[config.mk]
export PLATFORM = sky130hd
export DESIGN_NAME = status_reporting_service_request
export DESIGN_NICKNAME = d
export VERILOG_FILES = /design/src/verilog/status_reporting_service_request.v
export VERILOG_INCLUDE_DIRS = /design/src /design/src/verilog
export SDC_FILE = /design/constraint.sdc
export NUM_CORES = 1
export LEC_CHECK = 0
export ABC_CLOCK_PERIOD_IN_PS = 2200
export BUFFER_PORTS_ARGS = -buffer_cell sky130_fd_sc_hd__buf_2
export CAP_MARGIN = 0
export CORE_MARGIN = 3
export CORE_UTILIZATION = 35
export CTS_CLUSTER_DIAMETER = 100
export DETAILED_ROUTE_END_ITERATION = 7
export SETUP_SLACK_MARGIN = 0.5
export SLEW_MARGIN = 10
export SYNTH_ARGS = -nofsm -noshare
export SYNTH_HDL_FRONTEND = slang
export SYNTH_SLANG_ARGS = --single-unit
[constraint.sdc]
create_clock -name clock -period 2.2 [get_ports clock]
set_input_delay 0.33 -clock clock [delete_from_list [all_inputs] [get_ports clock]]
set_output_delay 0.33 -clock clock [all_outputs]
set_load 0.05 [all_outputs]
[src/verilog/status_report_regs.vh]
// Constants for the status reporting and service request block.
// Included by the block's design file; definitions only.
`ifndef STATUS_REPORT_REGS_VH
`define STATUS_REPORT_REGS_VH

// Command codes on cmd_code, taken while cmd_valid is high
`define CMD_NONE        4'h0
`define CMD_CLS         4'h1
`define CMD_PRESET      4'h2
`define CMD_WR_SRE      4'h3
`define CMD_WR_ESE      4'h4
`define CMD_WR_PRE      4'h5
`define CMD_WR_PSC      4'h6
`define CMD_WR_OPER_EN  4'h7
`define CMD_WR_OPER_PTR 4'h8
`define CMD_WR_OPER_NTR 4'h9
`define CMD_WR_REG_EN   4'hA
`define CMD_WR_REG_PTR  4'hB
`define CMD_WR_REG_NTR  4'hC
`define CMD_OPC         4'hD
`define CMD_WAI         4'hE

// Query codes on query_code
`define QRY_STB         4'h0
`define QRY_ESR         4'h1
`define QRY_IST         4'h2
`define QRY_SRE         4'h3
`define QRY_ESE         4'h4
`define QRY_PRE         4'h5
`define QRY_PSC         4'h6
`define QRY_OPER_EVT    4'h7
`define QRY_OPER_COND   4'h8
`define QRY_OPER_EN     4'h9
`define QRY_OPER_PTR    4'hA
`define QRY_OPER_NTR    4'hB
`define QRY_REG_EVT     4'hC
`define QRY_REG_COND    4'hD
`define QRY_REG_EN      4'hE
`define QRY_REG_PTR     4'hF

// Widths and field positions
`define MASK_W          15
`define MASK_ONES       15'h7FFF
`define MASK_ZERO       15'h0000
`define STB_ERR_BIT     2
`define STB_QSUM_BIT    3
`define STB_MAV_BIT     4
`define STB_ESB_BIT     5
`define STB_MSS_BIT     6
`define STB_OSUM_BIT    7
`define ESR_OPC_BIT     0
`define PSC_RESET       1'b1

`endif

[src/verilog/status_reporting_service_request.v]
// Status byte, standard event, service request, parallel poll, operation
// and regulating status structures with transition filters.
// Assumes a command decoder on the same clock issues one-cycle commands and
// queries; the condition inputs, ques_summary_in and err_queue_nonempty are synced here, other inputs are not.
`include "status_report_regs.vh"
`timescale 1ns/1ps
`default_nettype none

module status_reporting_service_request (
  // Clock, reset and enable
  input  wire          clock,
  input  wire          rst_n,
  input  wire          clk_en,
  // Power-on pulse from supervisor logic
  input  wire          power_on,
  // Command port
  input  wire          cmd_valid,
  input  wire [3:0]    cmd_code,
  input  wire [15:0]   cmd_data,
  output reg           cmd_ready,
  // Query port
  input  wire          query_valid,
  input  wire [3:0]    query_code,
  output reg           query_done,
  output reg  [15:0]   query_data,
  // Event sources
  input  wire [14:0]   oper_cond_in,
  input  wire [14:0]   reg_cond_in,
  input  wire          ques_summary_in,
  input  wire          err_queue_nonempty,
  input  wire          msg_available,
  input  wire [7:0]    std_event_set,
  input  wire          op_pending,
  // Side effects toward the queues
  output reg           err_queue_clear,
  // Bus messages
  output reg           srq_out,
  output reg           ist_out,
  output reg  [7:0]    status_byte
);

  ////////////////////////////////////////////////////////////////////////////
  // Input synchronisers for the asynchronous condition and flag inputs
  // The conditions, ques_summary_in and err_queue_nonempty lag their pins by two edges
  reg [31:0] sync1_q;
  reg [31:0] sync2_q;
  always @(posedge clock or negedge rst_n) begin
    if (!rst_n) begin
      sync1_q <= 32'h00000000;
      sync2_q <= 32'h00000000;
    end else if (clk_en) begin
      sync1_q <= {oper_cond_in, reg_cond_in, ques_summary_in, err_queue_nonempty};
      sync2_q <= sync1_q;
    end
  end
  wire [14:0] oper_cond = sync2_q[31:17];
  wire [14:0] reg_cond  = sync2_q[16:2];
  wire        ques_sum  = sync2_q[1];
  wire        err_ne    = sync2_q[0];

  ////////////////////////////////////////////////////////////////////////////
  // State
  reg [14:0] oper_prev_q;
  reg [14:0] oper_evt_q;
  reg [14:0] oper_en_q;
  reg [14:0] oper_ptr_q;
  reg [14:0] oper_ntr_q;
  reg [14:0] reg_prev_q;
  reg [14:0] reg_evt_q;
  reg [14:0] reg_en_q;
  reg [14:0] reg_ptr_q;
  reg [14:0] reg_ntr_q;
  reg        qhold_q;
  reg [3:0]  qhold_code_q;
  reg [7:0]  esr_q;
  reg [7:0]  ese_q;
  reg [7:0]  sre_q;
  reg [15:0] pre_q;
  reg        psc_q;
  reg        opc_arm_q;
  reg        wai_q;

  wire take_cmd = cmd_valid && cmd_ready;
  wire [14:0] wr_mask = cmd_data[14:0];

  // Filtered edge detection; the regulating event register feeds no summary
  // bit and is only read back by query.
  wire [14:0] oper_hit = (oper_cond & ~oper_prev_q & oper_ptr_q)
                       | (~oper_cond & oper_prev_q & oper_ntr_q);
  wire [14:0] reg_hit  = (reg_cond & ~reg_prev_q & reg_ptr_q)
                       | (~reg_cond & reg_prev_q & reg_ntr_q);

  wire oper_sum = |(oper_evt_q & oper_en_q);
  wire esb_sum  = |(esr_q & ese_q);

  // Status byte without bit 6
  wire [7:0] stb_raw;
  assign stb_raw[1:0]          = 2'h0;
  assign stb_raw[`STB_ERR_BIT]  = err_ne;
  assign stb_raw[`STB_QSUM_BIT] = ques_sum;
  assign stb_raw[`STB_MAV_BIT]  = msg_available;
  assign stb_raw[`STB_ESB_BIT]  = esb_sum;
  assign stb_raw[`STB_MSS_BIT]  = 1'b0;
  assign stb_raw[`STB_OSUM_BIT] = oper_sum;
  // Bit 6 is left out of the summary since it carries the summary itself
  wire mss = |(stb_raw & sre_q & 8'hBF);
  wire [7:0] stb_full = stb_raw | {1'b0, mss, 6'h00};
  wire ist = |(pre_q & {8'h00, stb_full});

  // A query that arrives while a wait holds commands is parked in one slot
  // and answered once nothing is pending; the controller waits for its done.
  wire       q_block = !cmd_ready && op_pending;
  wire       q_fire  = (query_valid || qhold_q) && !q_block;
  wire [3:0] q_sel   = qhold_q ? qhold_code_q : query_code;
  wire esr_read = q_fire && q_sel == `QRY_ESR;
  // Operation complete fires once the armed flag sees nothing pending
  wire opc_fire = opc_arm_q && !op_pending;

  ////////////////////////////////////////////////////////////////////////////
  // Event registers: set wins over a clear in the same cycle
  always @(posedge clock or negedge rst_n) begin
    if (!rst_n) begin
      oper_prev_q <= `MASK_ZERO;
      reg_prev_q  <= `MASK_ZERO;
      oper_evt_q  <= `MASK_ZERO;
      reg_evt_q   <= `MASK_ZERO;
      esr_q       <= 8'h00;
      opc_arm_q   <= 1'b0;
    end else if (clk_en) begin
      oper_prev_q <= oper_cond;
      reg_prev_q  <= reg_cond;
      if (take_cmd && cmd_code == `CMD_CLS) begin
        oper_evt_q <= oper_hit;
        reg_evt_q  <= reg_hit;
        esr_q      <= (std_event_set & 8'h7D) | {7'h00, opc_fire};
        opc_arm_q  <= 1'b0;
      end else begin
        if (q_fire && q_sel == `QRY_OPER_EVT)
          oper_evt_q <= oper_hit;
        else
          oper_evt_q <= oper_evt_q | oper_hit;
        if (q_fire && q_sel == `QRY_REG_EVT)
          reg_evt_q <= reg_hit;
        else
          reg_evt_q <= reg_evt_q | reg_hit;
        // RQC and PON are not implemented and stay zero
        if (esr_read)
          esr_q <= (std_event_set & 8'h7D) | {7'h00, opc_fire};
        else
          esr_q <= esr_q | (std_event_set & 8'h7D) | {7'h00, opc_fire};
        // A new operation-complete request in the cycle it fires is dropped
        if (opc_fire)
          opc_arm_q <= 1'b0;
        else if (take_cmd && cmd_code == `CMD_OPC)
          opc_arm_q <= 1'b1;
      end
    end
  end

  ////////////////////////////////////////////////////////////////////////////
  // Enables and filters
  always @(posedge clock or negedge rst_n) begin
    if (!rst_n) begin
      oper_en_q  <= `MASK_ZERO;
      oper_ptr_q <= `MASK_ONES;
      oper_ntr_q <= `MASK_ZERO;
      reg_en_q   <= `MASK_ONES;
      reg_ptr_q  <= `MASK_ONES;
      reg_ntr_q  <= `MASK_ZERO;
      ese_q      <= 8'h00;
      sre_q      <= 8'h00;
      pre_q      <= 16'h0000;
      psc_q      <= `PSC_RESET;
      wai_q      <= 1'b0;
    end else if (clk_en) begin
      // Preset leaves the request, poll and power-on clear settings alone
      if (take_cmd) begin
        case (cmd_code)
          `CMD_PRESET: begin
            oper_en_q  <= `MASK_ZERO;
            oper_ptr_q <= `MASK_ONES;
            oper_ntr_q <= `MASK_ZERO;
            reg_en_q   <= `MASK_ONES;
            reg_ptr_q  <= `MASK_ONES;
            reg_ntr_q  <= `MASK_ZERO;
          end
          `CMD_WR_SRE:      sre_q      <= cmd_data[7:0] & 8'hBF;
          `CMD_WR_ESE:      ese_q      <= cmd_data[7:0];
          // Poll enable bit 15 stays zero since every mask write is 15 bits
          `CMD_WR_PRE:      pre_q      <= {1'b0, wr_mask};
          `CMD_WR_PSC:      psc_q      <= cmd_data[0];
          `CMD_WR_OPER_EN:  oper_en_q  <= wr_mask;
          `CMD_WR_OPER_PTR: oper_ptr_q <= wr_mask;
          `CMD_WR_OPER_NTR: oper_ntr_q <= wr_mask;
          `CMD_WR_REG_EN:   reg_en_q   <= wr_mask;
          `CMD_WR_REG_PTR:  reg_ptr_q  <= wr_mask;
          `CMD_WR_REG_NTR:  reg_ntr_q  <= wr_mask;
          `CMD_WAI:         wai_q      <= 1'b1;
          default: ;
        endcase
      end
      // Power-on clear comes last so it wins over a write in the same cycle,
      // while any other command taken then still lands
      if (power_on && psc_q) begin
        sre_q <= 8'h00;
        ese_q <= 8'h00;
        pre_q <= 16'h0000;
      end
      if (wai_q && !op_pending)
        wai_q <= 1'b0;
    end
  end

  ////////////////////////////////////////////////////////////////////////////
  // Query answers and registered outputs
  always @(posedge clock or negedge rst_n) begin
    if (!rst_n) begin
      qhold_q      <= 1'b0;
      qhold_code_q <= 4'h0;
    end else if (clk_en) begin
      // A second query while one is parked replaces it
      if (query_valid && q_block) begin
        qhold_q      <= 1'b1;
        qhold_code_q <= query_code;
      end else if (!q_block) begin
        qhold_q      <= 1'b0;
      end
    end
  end

  reg [15:0] qmux;
  always @* begin
    qmux = 16'h0000;
    case (q_sel)
      `QRY_STB:       qmux = {8'h00, stb_full};
      `QRY_ESR:       qmux = {8'h00, esr_q};
      `QRY_IST:       qmux = {15'h0000, ist};
      `QRY_SRE:       qmux = {8'h00, sre_q};
      `QRY_ESE:       qmux = {8'h00, ese_q};
      `QRY_PRE:       qmux = pre_q;
      `QRY_PSC:       qmux = {15'h0000, psc_q};
      `QRY_OPER_EVT:  qmux = {1'b0, oper_evt_q};
      `QRY_OPER_COND: qmux = {1'b0, oper_cond};
      `QRY_OPER_EN:   qmux = {1'b0, oper_en_q};
      `QRY_OPER_PTR:  qmux = {1'b0, oper_ptr_q};
      `QRY_OPER_NTR:  qmux = {1'b0, oper_ntr_q};
      `QRY_REG_EVT:   qmux = {1'b0, reg_evt_q};
      `QRY_REG_COND:  qmux = {1'b0, reg_cond};
      `QRY_REG_EN:    qmux = {1'b0, reg_en_q};
      default:        qmux = {1'b0, reg_ptr_q};
    endcase
  end

  always @(posedge clock or negedge rst_n) begin
    if (!rst_n) begin
      cmd_ready       <= 1'b1;
      query_done      <= 1'b0;
      query_data      <= 16'h0000;
      err_queue_clear <= 1'b0;
      srq_out         <= 1'b0;
      ist_out         <= 1'b0;
      status_byte     <= 8'h00;
    end else if (clk_en) begin
      // Ready drops the cycle after a WAI is taken while an operation is pending, so nothing slips past
      cmd_ready       <= !(wai_q || (take_cmd && cmd_code == `CMD_WAI))
                         || !op_pending;
      query_done      <= q_fire;
      query_data      <= q_fire ? qmux : query_data;
      err_queue_clear <= (take_cmd && cmd_code == `CMD_CLS) || (power_on && psc_q);
      // Request and ist follow the summaries one edge later
      srq_out         <= mss;
      ist_out         <= ist;
      status_byte     <= stb_full;
    end
  end

endmodule

`default_nettype wire

; ---- Yosys cells after proc, flatten, opt, wreduce, memory -nomap -nowiden
; Index checks and enable logic that the tools add are counted.
[word_totals]
register_bits = 291
in_bits = 72
output_inout_bits = 29
word_cells = 166
[classes]
eq_ne = 29
n_mux = 31
bitwise = 24
n_reduce_logical = 54
[ops]
columns = cell, n
row1 = 16-bit case mux with 15 select lines, 1
row2 = 15-bit case mux with 2 select lines, 6
row3 = 15-bit AND, 9
row4 = 8-bit two-way mux, 8
row5 = 15-bit two-way mux, 4
row6 = 15-bit NOT, 4
row7 = 15-bit OR, 4
row8 = 4-bit == test (second input constant), 14
row9 = 16-bit two-way mux, 3
row10 = 3-bit AND reduction, 11
row11 = 4-bit by 3-bit == test with 1-bit output (second input constant), 8
row12 = 2-bit nonzero test, 12
row13 = 16-bit by 8-bit AND with 16-bit output, 1
row14 = 8-bit AND, 2
row15 = 4-bit by 2-bit == test with 1-bit output (second input constant), 4
row16 = 8-bit by 7-bit OR with 8-bit output, 2
row17 = 16-bit OR reduction, 1
row18 = 15-bit OR reduction, 1
row19 = 1-bit logical AND, 13
row20 = 4-bit by 1-bit == test with 1-bit output (second input constant), 2
row21 = 1-bit two-way mux, 8
row22 = 8-bit by 1-bit OR with 8-bit output, 1
row23 = 2-bit AND reduction, 4
row24 = 8-bit OR reduction, 1
row25 = 8 further kinds, 14

; ---- Logic depth before layout (Yosys ltp)
[logic_depth]
word_depth = 8
ltp_mapped = 10
depth_no_buf = 6

; ---- Worst setup path before layout
; No wires, ideal clock.
[synth_timing]
kind = register to register
from = register cmd_ready
to = register oper_ntr_q[0]
setup_ns = 0.121
arrival_time_ns = 2.042
required_ns = 2.079
slack_ns = 0.037
path_stages_with_launch = 8
path_buffers = 2
synth_period_minus_slack_ns = 2.163
cell_sequence = dfstp_2 -> nand3_1 -> nor3b_1 -> nor2b_1 -> clkbuf_1 -> a21oi_1 -> buf_2 -> a22o_1
[synth_between]
elab_chain_len = 2
[synth_lines]
columns = item, line
row1 = "start, declared", status_reporting_service_request.v:20  ; output reg cmd_ready,
row2 = "start signal, assigned", status_reporting_service_request.v:265  ; cmd_ready <= !(wai_q || (take_cmd && cmd_code == `CMD_WAI))
row3 = 1-bit logical AND, status_reporting_service_request.v:83  ; wire take_cmd = cmd_valid && cmd_ready;
row4 = 3-bit AND reduction (no source line), --
row5 = "end signal, assigned", status_reporting_service_request.v:166  ; oper_ntr_q <= `MASK_ZERO;
row6 = "end signal, assigned", status_reporting_service_request.v:182  ; oper_ntr_q <= `MASK_ZERO;
row7 = "end signal, assigned", status_reporting_service_request.v:194  ; `CMD_WR_OPER_NTR: oper_ntr_q <= wr_mask;
row8 = "end, declared", status_reporting_service_request.v:67  ; reg [14:0] oper_ntr_q;
; No other way between the ends.
; A chain may end at the register's enable or synchronous reset.

; ---- Worst setup path in the final report
[layout_timing]
from = register oper_en_q[7]
to = register query_data[7]
[layout_between]
elab_chain_len = 4
[layout_lines]
columns = item, line
row1 = "start, declared", status_reporting_service_request.v:65  ; reg [14:0] oper_en_q;
row2 = "start signal, assigned", status_reporting_service_request.v:164  ; oper_en_q <= `MASK_ZERO;
row3 = "start signal, assigned", status_reporting_service_request.v:180  ; oper_en_q <= `MASK_ZERO;
row4 = "start signal, assigned", status_reporting_service_request.v:192  ; `CMD_WR_OPER_EN: oper_en_q <= wr_mask;
row5 = 15-bit AND, status_reporting_service_request.v:93  ; wire oper_sum = |(oper_evt_q & oper_en_q);
row6 = 15-bit OR reduction, status_reporting_service_request.v:93
row7 = 8-bit by 7-bit OR with 8-bit output, status_reporting_service_request.v:107  ; wire [7:0] stb_full = stb_raw | {1'b0, mss, 6'h00};
row8 = 16-bit case mux with 15 select lines *, status_reporting_service_request.v:234  ; case (q_sel)
row9 = "end signal, assigned", status_reporting_service_request.v:268  ; query_data <= q_fire ? qmux : query_data;
row10 = "end, declared", status_reporting_service_request.v:25  ; output reg [15:0] query_data,
; Every way passes the cells marked *; elsewhere a longest branch is shown, timed or not.

==> metrics.yaml <==
global_route:
  grt_usage_pct: 23.4
  grt_pass1_vias: 11100
  grt_antenna_before_repair: 1
  grt_pass1_wl_mm: 69.9
  grt_overflow: 0
  use_met1_pct: 31.8
  grt_max_degree: 77
  grt_busiest_layer: "met2"
  met3_usage_pct: 3.40
  grt_use_met2_pct: 38.7
hold_path:
  hold_class: "input pin to flop"
  hold_end: "sync1_q[27]$_DFFE_PN0P_"
  hold_path_depth: 2
  holdCritStartpoint: "oper_cond_in[10]"
placement:
  place_congestion: 0.925
  dpl.hpwl_mm: 32.1
  io_buffers: 94
  pre_cts_slack_ns: -0.233
logic_synthesis:
  synthDistinctLibCells: 68
  synth_top_flop_cell: "dfrtp_1"
  syn_inst: 1136
  synth-seq-cells: 283
  async_flop_share_pct: 100
  synth_edf_count: 0
  syn_area_um2: 12900
  synth-seq-area-share_pct: 55.3
  syn_area_per_cell_um2: 11.4
  yosys_warnings: 0
final_layout:
  regArea_um2: 7150
  fillers: 3274
  final_common_cell: "dfrtp_1"
  drive_gt1_share_pct: 43.3
  final_cell_mix: "dfrtp_1 (235), buf_4 (115), mux2_2 (102), a22o_1 (91), buf_2 (91)"
  syn2layout_area_growth_pct: 37.4
  multiInputGateArea_um2: 6200
  fin_util_pct: 49.3
  num-nets-final: 1464
sta:
  fin_crit_sh_pct: 101
  max_freq_mhz: 448
  fin_ws_ns: -0.0303
  fin_skew_ns: 0.0188
  slew_viol_final: 0
  maxSlewHeadroom_pct: 38.3
  fin_tns_setup_ns: -0.0369
  finalHoldViolations: 0
  grt_setup_unrepaired: "yes"
  worst_pin_slew_ns: 0.926
  fin_crit_ns: 2.23
  setup_viol: 2
critical_path:
  worstPathMaxFanout: 2
  worst-setup-path-type: "flop to flop"
  r2r_start: "oper_en_q[7]$_DFFE_PN0P_"
  rr_worst_depth: 7
  r2r-end: "query_data[7]$_DFFE_PN0P_"
  worstPathRequired_ns: 2.67
  r2r_slack_ns: -0.03
  crit_path_start_kind: "flop"
  cp-end-kind: "flop"
  crit_arrival_ns: 2.70
clocking:
  cts-htree-levels: 1
  cts_tree: "yes"
  clock_sinks: 283
  clkTransAtPathRegs_ns: 0.06
  insertion_delay_ns: 0.59
  clock_path_buffers: 3
  numCtsBuffers: 31
  clockRootBuffer: "clkbuf_16"
route:
  wl_per_cell_um: 25.6
  drt-total-wl_mm: 48.2
  vias: 11100
  drtPass1Iterations: 6
  vias_per_cell: 5.93
  drc_errors: 0
  ant_nets: 0
  drt_iter0_drc: 1076
power:
  p_leak_nw: 7.58
  ir_drop_v: 0.000648
  power_density_nw_per_um2: 941
floorplan:
  coreArea_um2: 36000
  fp.dieW_um: 198
  rows: 69
  initial_utilization_pct: 35.9
  dieHeight_um: 198
  die-area_um2: 39300
  io-pin-count: 101
status:
  outcome: "finished with violations"
  violations: "setup timing"
flow_run:
  maxCapViolCount: 0
## Yosys cell counts (27+ instances only)
cell      number  area [um^2]
o22a_1        33          289
buf_2         27          135
dfrtp_1      236         5910
nand2_1       99          372
nand3_1       28          140
a22o_1        91          797
o21ai_0       60          300
mux2_2       102         1150
nor2_1        53          199
o22ai_1       35          219
dfstp_2       47         1230
a22oi_1       35          263
clkbuf_1      46          173
## cell families after synthesis
kind of cell	share of synthesized area, %
compound gates	22.0
buf+inv	3.78
flops	55.3
mux	9.28
other cells	0.0290
simple gates	9.65
## registers in the layout, indices dropped and copies added (netlist names), 4 cells and up
signal / cells
oper_en_q: 15
reg_prev_q: 15
oper_ptr_q: 15
query_data: 15
pre_q: 15
reg_en_q: 15
status_byte: 6
oper_prev_q: 15
qhold_code_q: 4
oper_evt_q: 15
reg_ntr_q: 15
reg_ptr_q: 15
sync2_q: 32
ese_q: 8
sre_q: 7
esr_q: 6
sync1_q: 32
reg_evt_q: 15
oper_ntr_q: 15
## worst max-delay path: stages, from the launching register on
cell and delay [ns]:
dfrtp_1 0.39, a222oi_1 0.43, nand3_1 0.20, or3_4 0.38
a221o_1 0.37, nor4_4 0.17, buf_4 0.16, nor2_2 0.03
## through the flow
stage               hold slack (ns)  instance area, um^2  std cells  total power [mW]
CTS                         0.00385                16900       1852              16.6
global route                 0.0217                17700       1878              17.4
floorplan                    0.0344                13200       1138              9.44
finish                       0.0165                17700       1879              16.7
global placement              0.207                14900       1740              11.1
detailed placement            0.203                14900       1740              11.2
## worst max-delay path by stage
| stage | from | slack (ns) | end |
|---|---|---|---|
| floorplan | cmd_ready$_DFFE_PN1P_ | 0.31 | oper_ntr_q[0]$_DFFE_PN0P_ |
| global placement | qhold_q$_DFFE_PN0P_ | -0.28 | query_data[4]$_DFFE_PN0P_ |
| detailed placement | oper_en_q[0]$_DFFE_PN0P_ | -0.23 | query_data[7]$_DFFE_PN0P_ |
| CTS | qhold_q$_DFFE_PN0P_ | -0.01 | query_data[6]$_DFFE_PN0P_ |
| global route | qhold_q$_DFFE_PN0P_ | -0.12 | query_data[0]$_DFFE_PN0P_ |
| finish | oper_en_q[7]$_DFFE_PN0P_ | -0.03 | query_data[7]$_DFFE_PN0P_ |
## area by class of cell
class / count / area share [%]
repair buffers: 309 / 15.6
well taps: 461 / 3.25
multi-input cells: 748 / 34.9
inverters: 19 / 0.402
clock buffers: 44 / 4.87
clock inverters: 14 / 0.634
flip-flops and latches: 283 / 40.3
diodes: 1 / 0.0141
## layer usage
layer / part of all wire [%] / vias to the layer above / wire length (um)
met5: 0 / - / 0
met4: 3.2 / 0 / 1540
met3: 6.0 / 87 / 2870
met2: 48 / 450 / 23000
met1: 43 / 5746 / 20700
li1: - / 4852 / -
## power breakdown
part	leakage, nW	switching (mW)	internal, mW
Sequential	3.34	1.08	6.46
Clock	0.484	2.20	2.86
Combinational	3.75	2.13	1.98
Total	7.58	5.41	11.3
## repair_timing
item	CTS	global route
cloned	1	9
resized for setup	104	131
hold buffers	37	0
setup buffers	16	17
pin swaps	54	70
setup endpoints to repair	159	159
endpoints found under the hold margin	265	0
No activity file was read; power rests on OpenSTA's default activity.
